[config.mk]
export PLATFORM = sky130hd
export DESIGN_NAME = dcfg_regs
export DESIGN_NICKNAME = d
export VERILOG_FILES = /design/src/rtl/dcfg_pkg.sv /design/src/rtl/dcfg_event_flags.sv /design/src/rtl/dcfg_regs.sv /design/src/rtl/dcfg_sync2.sv
export SDC_FILE = /design/constraint.sdc
export NUM_CORES = 1
export LEC_CHECK = 0
export BUFFER_PORTS_ARGS = -buffer_cell sky130_fd_sc_hd__buf_2
export CAP_MARGIN = 25
export CORE_MARGIN = 8
export CORE_UTILIZATION = 25
export DETAILED_ROUTE_END_ITERATION = 10
export PLACE_DENSITY = 0.48
export RECOVER_POWER = 100
export SLEW_MARGIN = 20
export SYNTH_ARGS = -nofsm -noshare
export SYNTH_HDL_FRONTEND = slang
export SYNTH_HIERARCHICAL = 1
export SYNTH_SLANG_ARGS = --single-unit
[constraint.sdc]
create_clock -name clock -period 1.9 [get_ports clock]
set_clock_uncertainty 0.05 [all_clocks]
set_input_delay 0.095 -clock clock [delete_from_list [all_inputs] [get_ports clock]]
set_output_delay 0.095 -clock clock [all_outputs]
set_load 0.005 [all_outputs]
[src/rtl/dcfg_pkg.sv]
// Constants shared by the device configuration register bank.
// Assumes a single 50 MHz clock and an 8-bit register space.
`default_nettype none
package dcfg_pkg;

   // Register addresses on the serial port.
   localparam logic [6:0] COMM_ADDR  = 7'h00;
   localparam logic [6:0] PWR_ADDR   = 7'h01;
   localparam logic [6:0] FMT_ADDR   = 7'h03;
   localparam logic [6:0] IRQEN_ADDR = 7'h04;
   localparam logic [6:0] FLAG_ADDR  = 7'h06;

   // Serial communication control fields.
   localparam int COMM_SDIO_BIT = 7;
   localparam int COMM_LSBF_BIT = 6;
   localparam int COMM_RST_BIT  = 5;

   // Power control fields.
   localparam int PWR_DACI_BIT = 7;
   localparam int PWR_DACQ_BIT = 6;
   localparam int PWR_RX_BIT   = 5;
   localparam int PWR_AUX_BIT  = 4;
   localparam int PWR_LOCK_BIT = 0;

   // Input data format fields.
   localparam int FMT_BIN_BIT    = 7;
   localparam int FMT_QFIRST_BIT = 6;
   localparam int FMT_SWAP_BIT   = 5;
   localparam int FMT_WIDTH_LSB  = 0;

   // Event flag and interrupt enable positions (same in both registers).
   localparam int EV_PLL_LOST_BIT  = 7;
   localparam int EV_PLL_LOCK_BIT  = 6;
   localparam int EV_SYNC_LOST_BIT = 5;
   localparam int EV_SYNC_LOCK_BIT = 4;
   localparam int EV_CLK_RDY_BIT   = 3;
   localparam int EV_FIFO_SYNC_BIT = 2;

   // Writable bits of each register; all others read as zero, except power bit PWR_LOCK_BIT, which reads PLL lock.
   localparam logic [7:0] COMM_WMASK  = 8'hE0;
   localparam logic [7:0] PWR_WMASK   = 8'hF0;
   localparam logic [7:0] FMT_WMASK   = 8'hE3;
   localparam logic [7:0] IRQEN_WMASK = 8'hFC;
   localparam logic [7:0] FLAG_MASK   = 8'hFC;

   // Reset values.
   localparam logic [7:0] COMM_RESET  = 8'h00;
   localparam logic [7:0] PWR_RESET   = 8'h00;
   localparam logic [7:0] FMT_RESET   = 8'h00;
   localparam logic [7:0] IRQEN_RESET = 8'h00;
   localparam logic [7:0] FLAG_RESET  = 8'h00;

   // Serial frame: one instruction byte, then one data byte.
   localparam logic [2:0] LAST_BIT = 3'h7;

   typedef enum logic [1:0] {
      WIDTH_DUAL    = 2'b00,
      WIDTH_WORD    = 2'b01,
      WIDTH_BYTE    = 2'b10,
      WIDTH_INVALID = 2'b11
   } dcfg_width_e;

endpackage
`default_nettype wire

[src/rtl/dcfg_event_flags.sv]
// Sticky event flag register: set by hardware pulses, cleared by software.
// Assumes set and clear vectors come from logic on the same clock.
`default_nettype none
module dcfg_event_flags
   import dcfg_pkg::*;
(
   // Clock and reset
   input  wire logic       clock,
   input  wire logic       reset,
   // Events and clears
   input  wire logic [7:0] setPulse,
   input  wire logic [7:0] clearMask,
   // Flags
   output logic      [7:0] flags
);

   logic [7:0] flags_r;
   logic [7:0] flags_nxt;

   // A set in the cycle of its own clear wins, so no event is lost.
   assign flags_nxt = ((flags_r & ~clearMask) | setPulse) & FLAG_MASK;

   always_ff @(posedge clock) begin
      if (reset) begin
         flags_r <= FLAG_RESET;
      end else begin
         flags_r <= flags_nxt; // RL15 RL16
      end
   end

   assign flags = flags_r;

endmodule
`default_nettype wire

[src/rtl/dcfg_regs.sv]
// Device configuration register bank reached over the serial control port.
// Assumes the host's serial clock is at most one eighth of clock, since all
// port pins are oversampled after a two flip-flop synchroniser.
//
// How it works
// RL1 - Comm bit 7 makes data pin bidirectional.
// RL2 - Comm bit 6 selects LSB-first serial order.
// RL3 - Comm bit 5 holds device reset until cleared.
// RL4 - Power bits 7, 6 power down I, Q.
// RL5 - Power bit 5 powers down data receiver.
// RL6 - Power bit 4 powers down temperature ADC.
// RL7 - Format bit 7 selects offset binary coding.
// RL8 - Format bit 6 selects Q word first.
// RL9 - Format bit 5 reverses input bit order.
// RL10 - Format bits 1:0 select receiver bus width.
// RL11 - Enable bits 7, 6: PLL lost, locked.
// RL12 - Enable bits 5, 4: sync lost, locked.
// RL13 - Enable bit 3: clock generation ready.
// RL14 - Enable bit 2: soft FIFO reset done.
// RL15 - PLL lock-lost flag latches until cleared.
// RL16 - Soft FIFO sync flag latches on completion.
// RL17 - Interrupt follows any enabled set flag.
// RL18 - All control bits reset to zero.
`default_nettype none
module dcfg_regs
   import dcfg_pkg::*;
(
   // Clock and reset
   input  wire logic       clock,
   input  wire logic       reset,
   // Serial control port
   input  wire logic       portSelect_n,
   input  wire logic       portClock,
   input  wire logic       sdioIn,
   output logic            sdioOut,
   output logic            sdioOe,
   output logic            sdoOut,
   output logic            sdoOe,
   // Status from the rest of the device
   input  wire logic       pllLocked,
   input  wire logic       syncLocked,
   input  wire logic       clockReady,
   input  wire logic       fifoSyncDone,
   // Configuration outputs
   output logic            deviceReset,
   output logic            dacIPowerDown,
   output logic            dacQPowerDown,
   output logic            receiverPowerDown,
   output logic            tempAdcPowerDown,
   output logic            offsetBinary,
   output logic            qWordFirst,
   output logic            inputBitSwap,
   output logic      [1:0] busWidth,
   // Interrupt indication
   output logic            interruptActive
);

   typedef enum logic [1:0] {
      PH_IDLE  = 2'b00,
      PH_INSTR = 2'b01,
      PH_DATA  = 2'b10,
      PH_DONE  = 2'b11
   } dcfg_phase_e;

   // Shift one received bit into a byte in the chosen serial order.
   function automatic logic [7:0] shiftBit(input logic [7:0] sh,
                                           input logic       bitIn,
                                           input logic       lsbFirst);
      shiftBit = lsbFirst ? {bitIn, sh[7:1]} : {sh[6:0], bitIn};
   endfunction

   // Pick the k-th bit to send of a byte in the chosen serial order.
   function automatic logic pickBit(input logic [7:0] value,
                                    input logic [2:0] k,
                                    input logic       lsbFirst);
      pickBit = lsbFirst ? value[k] : value[LAST_BIT - k];
   endfunction

   // Synchronised pins.
   logic [6:0] pinSync;
   logic       sclkS;
   logic       csnS;
   logic       sdiS;
   logic [3:0] statusS;

   dcfg_sync2 #(
      .WIDTH (7)
   ) u_sync (
      .clock  (clock),
      .reset  (reset),
      .async  ({fifoSyncDone, clockReady, syncLocked, pllLocked,
                sdioIn, portSelect_n, portClock}),
      .synced (pinSync)
   );

   assign sclkS   = pinSync[0];
   assign csnS    = pinSync[1];
   assign sdiS    = pinSync[2];
   assign statusS = pinSync[6:3];

   // Registers.
   logic [7:0]  comm_r;
   logic [7:0]  pwr_r;
   logic [7:0]  fmt_r;
   logic [7:0]  irqEn_r;
   logic [7:0]  flags;
   logic        sclkPrev_r;
   logic [3:0]  statusPrev_r;
   dcfg_phase_e phase_r;
   logic [2:0]  bitCnt_r;
   logic [7:0]  shift_r;
   logic        isRead_r;
   logic [6:0]  addr_r;
   logic [7:0]  outByte_r;
   logic [2:0]  outCnt_r;
   logic        outBit_r;
   logic        drive_r;
   logic        irq_r;

   // Serial edge and frame decode.
   logic        sclkRise;
   logic        sclkFall;
   logic        lsbFirst;
   logic        bidir;
   logic        softRst;
   logic [7:0]  newByte;
   logic        byteDone;
   logic        wrEn;
   logic [7:0]  wrData;
   logic        readStart;
   logic [7:0]  readData;

   assign sclkRise  = sclkS & ~sclkPrev_r;
   assign sclkFall  = ~sclkS & sclkPrev_r;
   assign lsbFirst  = comm_r[COMM_LSBF_BIT];
   assign bidir     = comm_r[COMM_SDIO_BIT];
   assign softRst   = comm_r[COMM_RST_BIT];
   assign newByte   = shiftBit(shift_r, sdiS, lsbFirst); // RL2
   assign byteDone  = sclkRise & (bitCnt_r == LAST_BIT);
   assign wrEn      = byteDone & (phase_r == PH_DATA) & ~isRead_r;
   assign wrData    = newByte;
   assign readStart = byteDone & (phase_r == PH_INSTR) & newByte[7];

   // Address decode of the write.
   logic wrComm;
   logic wrPwr;
   logic wrFmt;
   logic wrIrqEn;
   logic wrFlag;

   assign wrComm  = wrEn & (addr_r == COMM_ADDR);
   assign wrPwr   = wrEn & (addr_r == PWR_ADDR);
   assign wrFmt   = wrEn & (addr_r == FMT_ADDR);
   assign wrIrqEn = wrEn & (addr_r == IRQEN_ADDR);
   assign wrFlag  = wrEn & (addr_r == FLAG_ADDR);

   // Read multiplexer; unmapped addresses read as zero.
   logic [6:0] rdAddr;
   logic [7:0] pwrView;

   assign rdAddr  = newByte[6:0];
   assign pwrView = (pwr_r & PWR_WMASK) |
                    {7'h00, statusS[0]} << PWR_LOCK_BIT;
   assign readData = (rdAddr == COMM_ADDR)  ? comm_r  :
                     (rdAddr == PWR_ADDR)   ? pwrView :
                     (rdAddr == FMT_ADDR)   ? fmt_r   :
                     (rdAddr == IRQEN_ADDR) ? irqEn_r :
                     (rdAddr == FLAG_ADDR)  ? flags   : 8'h00;

   // Serial port sequencer.
   always_ff @(posedge clock) begin
      if (reset) begin
         sclkPrev_r <= 1'b0;
         phase_r    <= PH_IDLE;
         bitCnt_r   <= 3'h0;
         shift_r    <= 8'h00;
         isRead_r   <= 1'b0;
         addr_r     <= 7'h00;
      end else begin
         sclkPrev_r <= sclkS;
         if (csnS) begin
            phase_r  <= PH_IDLE;
            bitCnt_r <= 3'h0;
         end else if (sclkRise) begin
            shift_r  <= newByte;
            bitCnt_r <= bitCnt_r + 3'h1;
            unique case (phase_r)
               PH_IDLE: begin
                  phase_r <= PH_INSTR;
               end
               PH_INSTR: begin
                  if (byteDone) begin
                     isRead_r <= newByte[7];
                     addr_r   <= newByte[6:0];
                     phase_r  <= PH_DATA;
                  end
               end
               PH_DATA: begin
                  if (byteDone) begin
                     phase_r <= PH_DONE;
                  end
               end
               PH_DONE: begin
                  phase_r <= PH_DONE;
               end
            endcase
         end
      end
   end

   // Read data leaves on falling serial edges after the instruction.
   always_ff @(posedge clock) begin
      if (reset) begin
         outByte_r <= 8'h00;
         outCnt_r  <= 3'h0;
         outBit_r  <= 1'b0;
         drive_r   <= 1'b0;
      end else if (csnS) begin
         outCnt_r <= 3'h0;
         drive_r  <= 1'b0;
      end else if (readStart) begin
         outByte_r <= readData;
         outCnt_r  <= 3'h0;
      end else if (sclkFall & isRead_r & (phase_r == PH_DATA)) begin
         outBit_r <= pickBit(outByte_r, outCnt_r, lsbFirst); // RL2
         outCnt_r <= outCnt_r + 3'h1;
         drive_r  <= 1'b1;
      end
   end

   // Read data uses the shared pin when bidirectional, else the output pin.
   assign sdioOut = outBit_r;
   assign sdoOut  = outBit_r;
   assign sdioOe  = drive_r & bidir; // RL1
   assign sdoOe   = drive_r & ~bidir; // RL1

   // Serial communication control stays writable during its own soft reset,
   // otherwise the device could never be released.
   always_ff @(posedge clock) begin
      if (reset) begin
         comm_r <= COMM_RESET; // RL18
      end else if (wrComm) begin
         comm_r <= wrData & COMM_WMASK; // RL1 RL2 RL3
      end
   end

   always_ff @(posedge clock) begin
      if (reset | softRst) begin
         pwr_r   <= PWR_RESET; // RL3 RL18
         fmt_r   <= FMT_RESET;
         irqEn_r <= IRQEN_RESET;
      end else begin
         if (wrPwr) begin
            pwr_r <= wrData & PWR_WMASK; // RL4 RL5 RL6
         end
         if (wrFmt) begin
            fmt_r <= wrData & FMT_WMASK; // RL7 RL8 RL9 RL10
         end
         if (wrIrqEn) begin
            irqEn_r <= wrData & IRQEN_WMASK; // RL11 RL12 RL13 RL14
         end
      end
   end

   // Status edges become event pulses.
   logic [7:0] evSet;
   logic [7:0] evClear;

   always_ff @(posedge clock) begin
      if (reset) begin
         statusPrev_r <= 4'h0;
      end else begin
         statusPrev_r <= statusS;
      end
   end

   always_comb begin
      evSet = 8'h00;
      evSet[EV_PLL_LOST_BIT]  = statusPrev_r[0] & ~statusS[0]; // RL15
      evSet[EV_PLL_LOCK_BIT]  = ~statusPrev_r[0] & statusS[0];
      evSet[EV_SYNC_LOST_BIT] = statusPrev_r[1] & ~statusS[1];
      evSet[EV_SYNC_LOCK_BIT] = ~statusPrev_r[1] & statusS[1];
      evSet[EV_CLK_RDY_BIT]   = ~statusPrev_r[2] & statusS[2];
      evSet[EV_FIFO_SYNC_BIT] = ~statusPrev_r[3] & statusS[3]; // RL16
   end

   assign evClear = wrFlag ? wrData : 8'h00;

   dcfg_event_flags u_flags (
      .clock     (clock),
      .reset     (reset | softRst),
      .setPulse  (evSet),
      .clearMask (evClear),
      .flags     (flags)
   );

   always_ff @(posedge clock) begin
      if (reset) begin
         irq_r <= 1'b0;
      end else begin
         irq_r <= |(flags & irqEn_r); // RL11 RL12 RL13 RL14 RL17
      end
   end

   // Configuration outputs straight from their register bits.
   assign deviceReset       = softRst; // RL3
   assign dacIPowerDown     = pwr_r[PWR_DACI_BIT]; // RL4
   assign dacQPowerDown     = pwr_r[PWR_DACQ_BIT]; // RL4
   assign receiverPowerDown = pwr_r[PWR_RX_BIT]; // RL5
   assign tempAdcPowerDown  = pwr_r[PWR_AUX_BIT]; // RL6
   assign offsetBinary      = fmt_r[FMT_BIN_BIT]; // RL7
   assign qWordFirst        = fmt_r[FMT_QFIRST_BIT]; // RL8
   assign inputBitSwap      = fmt_r[FMT_SWAP_BIT]; // RL9
   assign busWidth          = fmt_r[FMT_WIDTH_LSB +: 2]; // RL10
   assign interruptActive   = irq_r;

endmodule
`default_nettype wire

[src/rtl/dcfg_sync2.sv]
// Two flip-flop synchroniser for a group of independent levels.
// Assumes each bit is a slow level; no bus coherence is given.
`default_nettype none
module dcfg_sync2 #(
   parameter int WIDTH = 1
) (
   // Clock and reset
   input  wire logic             clock,
   input  wire logic             reset,
   // Levels
   input  wire logic [WIDTH-1:0] async,
   output logic      [WIDTH-1:0] synced
);

   logic [WIDTH-1:0] meta_r;
   logic [WIDTH-1:0] stable_r;

   always_ff @(posedge clock) begin
      if (reset) begin
         meta_r   <= '0;
         stable_r <= '0;
      end else begin
         meta_r   <= async;
         stable_r <= meta_r;
      end
   end

   assign synced = stable_r;

endmodule
`default_nettype wire

# Yosys cells after proc, flatten, opt, wreduce, memory -nomap -nowiden
# Cells that the tools add are included.
# word_totals
wordCells,106
ff_bits,80
# classes
bitwise_logic,40
n_lt_le_gt_ge,2
eq_ne,14
muxes,15
add_sub_neg,3
n_reduce_logical,12
# ops
cell,n
$mux W8,7
$eq A7 B3 Y1 const B,4
$and A1 B1 Y1,22
$and A8 B8 Y8,2
$eq A7 B1 Y1 const B,2
$eq A7 B2 Y1 const B,2
$logic_not A7 Y1,2
$not A1 Y1,12
$lt A3 B4 Y1 const B,2
$not A8 Y8,1
$or A8 B1 Y8,1
$or A8 B8 Y8,1
$pmux W2 S4,1
$reduce_or A8 Y1,1
$add A3 B1 Y3 const B,2
$bmux W1 S3,2
$reduce_and A2 Y1,3
$reduce_and A3 Y1,2
$eq A2 B2 Y1 const B,2
$mux W2,2
$ne A2 B2 Y1 const B,2
$reduce_and A4 Y1,1
$eq A3 B3 Y1 const B,1
$mux W1,3
other kinds (6),6

# Longest topological paths before layout
# logic_depth
ltp_word,10
depth_mapped,9

# By module
# Netlist, hierarchy kept.
# modules_own_cells
module,cells_each,n_inst,seq_area_each_um2,area_each_um2
dcfg_regs,300,1,1161.1,2750.1
dcfg_sync2,29,1,280.3,407.9
dcfg_event_flags,27,1,120.1,274.0

# Worst setup path before layout
# OpenSTA, ideal clock, no wires.
# synth_timing
kind,reg-to-reg
from,register bitCnt_r[0]
to,register u_flags.flags_r[6] (netlist: u_flags/flags[6])
path_buffers,1
t_required_ns,1.709
path_stages_with_launch,10
arrival_time_ns,1.745
period_less_slack_ns,1.936
setup_ns,0.141
slack_ns,-0.036
cell_sequence,dfxtp_1 -> ha_1 -> ha_1 -> and3b_1 -> and4b_1 -> clkbuf_1 -> nand3_1 -> nor2_1 -> nand2b_4 -> a21oi_1
# synth_via
elab_chain_len,9
# synth_lines
item,line_no,source
start: declaration,dcfg_regs.sv:110,logic [2:0] bitCnt_r;
start signal: assignment,dcfg_regs.sv:186,bitCnt_r <= bitCnt_r + 3'h1;
$eq A3 B3 Y1,dcfg_regs.sv:139,assign byteDone = sclkRise & (bitCnt_r == LAST_BIT);
$and A1 B1 Y1,dcfg_regs.sv:139,
$and A1 B1 Y1 (2 in series),dcfg_regs.sv:140,assign wrEn = byteDone & (phase_r == PH_DATA) & ~isRead_r;
$and A1 B1 Y1,dcfg_regs.sv:155,assign wrFlag = wrEn & (addr_r == FLAG_ADDR);
$mux W8,dcfg_regs.sv:287,assign evClear = wrFlag ? wrData : 8'h00;
via evClear[6],dcfg_regs.sv:267,logic [7:0] evClear;
$not A8 Y8,dcfg_event_flags.sv:21,assign flags_nxt = ((flags_r & ~clearMask) | setPulse) & FLAG_MASK;
$and A8 B8 Y8,dcfg_event_flags.sv:21,
$or A8 B8 Y8,dcfg_event_flags.sv:21,
end signal: assignment,dcfg_event_flags.sv:27,flags_r <= flags_nxt;
end: declaration,dcfg_event_flags.sv:17,logic [7:0] flags_r;
# The timed path passes the listed nets, and every way through them passes these cells.
# A chain may end at the register's enable or synchronous reset.

# Worst setup path after layout
# layout_timing
from,register comm_r[6]
to,register outByte_r[4]
# layout_via
elab_chain_len,7
elab_cells_between_ends,13
classes_between,4 x eq/ne; 6 x mux; 1 x bitwise; 2 x reduce/logical
# layout_lines
item,line_no,source
start: declaration,dcfg_regs.sv:102,logic [7:0] comm_r;
start signal: assignment,dcfg_regs.sv:243,comm_r <= wrData & COMM_WMASK;
$mux W8 (*),dcfg_regs.sv:69,"shiftBit = lsbFirst ? {bitIn, sh[7:1]} : {sh[6:0], bitIn};"
$eq A7 B3 Y1,dcfg_regs.sv:168,(rdAddr == FLAG_ADDR) ? flags : 8'h00;
$mux W8,dcfg_regs.sv:168,
$mux W8,dcfg_regs.sv:167,(rdAddr == IRQEN_ADDR) ? irqEn_r :
$mux W8,dcfg_regs.sv:166,(rdAddr == FMT_ADDR) ? fmt_r :
$mux W8,dcfg_regs.sv:165,(rdAddr == PWR_ADDR) ? pwrView :
$mux W8,dcfg_regs.sv:164,assign readData = (rdAddr == COMM_ADDR) ? comm_r :
end signal: assignment,dcfg_regs.sv:222,outByte_r <= readData;
end: declaration,dcfg_regs.sv:114,logic [7:0] outByte_r;
# Every way passes the cells marked *; elsewhere a longest branch is shown, timed or not.

==> run_results.csv <==
group,metric,value,unit
synthesis,synth_area,3420,um^2
clocking,cts_inserted_buffers,9,
critical_path,worstPathArrival,2.05,ns
sta,grt_setup_unrepaired,"true",
grt,maximum_number_of_pins_on_one_net_before_global_route_repair,27,
grt,grtUsageMet1,13.6,%
critical_path,ordered_cell_list_for_the_critical_path,"buf_4, o31ai_1, buf_4, a22o_1, a32oi_1, a211oi_1",
die,fp.dieW,133,um
sta,timing.final.hold_violations,0,
critical_path,reg2reg_depth,6,
critical_path,worstSetupEndpointType,"flip-flop",
finish,areaGrowthSynthToFinish,29.9,%
die,coreArea,13300,um^2
grt,met2_track_utilization_from_global_routing,14.8,%
route,wl_per_cell,14.8,um
finish,antenna_cells_inserted,0,
grt,first_pass_grt_wire_length,14.3,mm
route,postRouteWirelength,8.81,mm
clocking,clock_latency,0.33,ns
sta,worst-slew-pin-transition,0.719,ns
critical_path,path_delay_family,"compound AO/OA/AOI/OAI gates",
placed_design,place.detailed.hpwl,6.39,mm
die,num_io_pins,24,
clocking,clock_tree.root_cell,"sky130_fd_sc_hd__clkbuf_16",
flow_run,timing.max_cap.violations,0,
critical_path,worst_setup_path_startpoint,"comm_r[6]",
critical_path,crit_path_top_delay_cell,"sky130_fd_sc_hd__o31ai_1",
hold_path,min_delay_path_depth,3,
grt,met3_layer_usage_reported_by_global_route,2.99,%
sta,setup_tns,0,ns
route,drt-initial-drc-count,248,
placed_design,gp_routability_congestion,0.845,
critical_path,worst_ep_required_time,2.10,ns
critical_path,setup.worst_path.start_class,"flip-flop",
synthesis,yosys_warnings,6,
critical_path,regToRegStartpoint,"comm_r[6]",
finish,drive_above_1_share,24.4,%
die,dieArea,17700,um^2
synthesis,count_of_mapped_cells_out_of_synthesis,353,
grt,grt.total_usage,10.2,%
sta,timing.final.setup_violations,0,
run_status,status,"complete, no violations",
sta,fin_crit,1.85,ns
grt,via_count_of_the_first_global_routing_pass,2711,
critical_path,reg2reg_setup_slack,0.05,ns
power_and_ir_drop,vdd_drop_max,0.000498,V
critical_path,cpPeakStageDelay,0.43,ns
sta,drv_slew,0,
grt,grt_busiest_layer,"met2",
power_and_ir_drop,power_leakage,1.56,nW
sta,relative_max_transition_margin,52.0,%
grt,globalRoute.totalOverflow,0,
finish,layout.nets,425,
route,final_antenna_net_count,0,
sta,final.period_utilization,97.2,%
hold_path,timing.hold.worst.start,"reset",
power_and_ir_drop,power.density,852,nW/um^2
die,chip_height,133,um
route,vias,2761,
placed_design,buffer_ports.inserted,23,
grt,antenna_violations_before_repair,0,
hold_path,holdPathEnd,"bitCnt_r[0]",
clocking,cts_tree,"built",
synthesis,syn_area_per_cell,9.69,um^2
critical_path,critical_path_buf_inv_count,2,
sta,fin_hold_ws,0.184,ns
finish,final-instance-count-excl-fill,594,
sta,timing.fmax,542,MHz
route,drc_errors,0,
critical_path,critPathKind,"reg2reg",
placed_design,dpl-instance-area,3920,um^2
clocking,cts.sink_count,78,
finish,final_cell_area,4440,um^2
route,post_drt_via_cell_ratio,4.65,
clocking,htree_num_levels,3,
die,initial_utilization,25.7,%
route,drt-pass1-iter-count,4,
critical_path,worstReg2RegEnd,"outByte_r[4]",
clocking,clock_path_buffers,2,
hold_path,hold_path_class,"in2reg",
critical_path,worst-path-max-fanout,13,
die,row_count,42,
placed_design,place_inst,566,
critical_path,critical_path.most_common_cell,"sky130_fd_sc_hd__buf_4",
clocking,clk_transition_reported_paths,0.06,ns
==> power breakdown <==
part / internal [mW] / total [mW] / switching [mW]
combinational: 0.119 / 0.256 / 0.137
clock: 1.18 / 1.83 / 0.645
sequential: 1.67 / 1.70 / 0.0333
total: 2.97 / 3.79 / 0.816
==> layout make-up <==
type | count | area [um^2]
inverters | 10 | 37.5
multi-input cells | 246 | 1820
clock buffers | 12 | 246
flip-flops and latches | 78 | 1570
well taps | 176 | 220
clock inverters | 4 | 70.1
repair buffers | 68 | 479
fillers | 1362 | 8850
==> registers in the layout (all words and copies together), names as in the netlist, 4 cells and up <==
signal and flops:
statusPrev_r 4, addr_r 7, irqEn_r 6, outByte_r 8, u_sync/meta_r 7, shift_r 8, u_flags/flags 6, fmt_r 5
pwr_r 4, u_sync/synced 7
==> how the worst max path moves through the flow <==
| stage | to | slack [ns] | depth (start not counted) |
|---|---|---|---|
| finish | outByte_r[4] | 0.05 | 6 |
| global route | outByte_r[7] | -0.03 | 7 |
| CTS | outByte_r[6] | 0.02 | 4 |
| detailed placement | u_flags/flags[3] | -0.07 | 8 |
| global placement | u_flags/flags[5] | 0.01 | 8 |
| floorplan | outByte_r[6] | 0.006 | 4 |
==> timing repair <==
action                                  in CTS  in global routing
endpoints found under the hold margin        7                  0
hold buffers                                 7                  0
endpoints found under the setup margin       7                 36
setup buffers                                0                  5
pin swaps                                    0                 10
gates resized for setup                      3                 27
==> worst min-delay path, stage by stage <==
cell and delay (ns):
sky130_fd_sc_hd__buf_2 0.13, sky130_fd_sc_hd__or2_2 0.23, sky130_fd_sc_hd__nor2_1 0.07
==> metrics by stage <==
step	utilization (%)	setup slack, ns	power (mW)
finish	33.4	0.0533	3.79
detailed placement	29.5	-0.0677	1.97
global placement	29.5	0.0120	1.97
global route	33.4	-0.0330	3.95
CTS	32.5	0.0151	3.83
floorplan	-	0.00630	1.88
==> cells in the final DEF, fill, tap and decap left out, types with 8 or more instances in the layout <==
| master | n |
|---|---|
| sky130_fd_sc_hd__inv_1 | 10 |
| sky130_fd_sc_hd__nor2b_2 | 9 |
| sky130_fd_sc_hd__nor2_1 | 44 |
| sky130_fd_sc_hd__clkbuf_1 | 16 |
| sky130_fd_sc_hd__a21oi_1 | 20 |
| sky130_fd_sc_hd__dfxtp_1 | 75 |
| sky130_fd_sc_hd__o31ai_1 | 8 |
| sky130_fd_sc_hd__mux2i_1 | 15 |
| sky130_fd_sc_hd__buf_2 | 12 |
| sky130_fd_sc_hd__nand3_1 | 10 |
| sky130_fd_sc_hd__nor2b_1 | 15 |
| sky130_fd_sc_hd__buf_4 | 28 |
| sky130_fd_sc_hd__clkbuf_16 | 9 |
| sky130_fd_sc_hd__a211oi_1 | 24 |
==> routing by layer <==
metal,routed length (um),vias up
met5,0,-
met4,188,0
met3,352,19
met2,3810,57
met1,4460,1283
li1,-,1402
No activity file was read; power rests on OpenSTA's default activity.
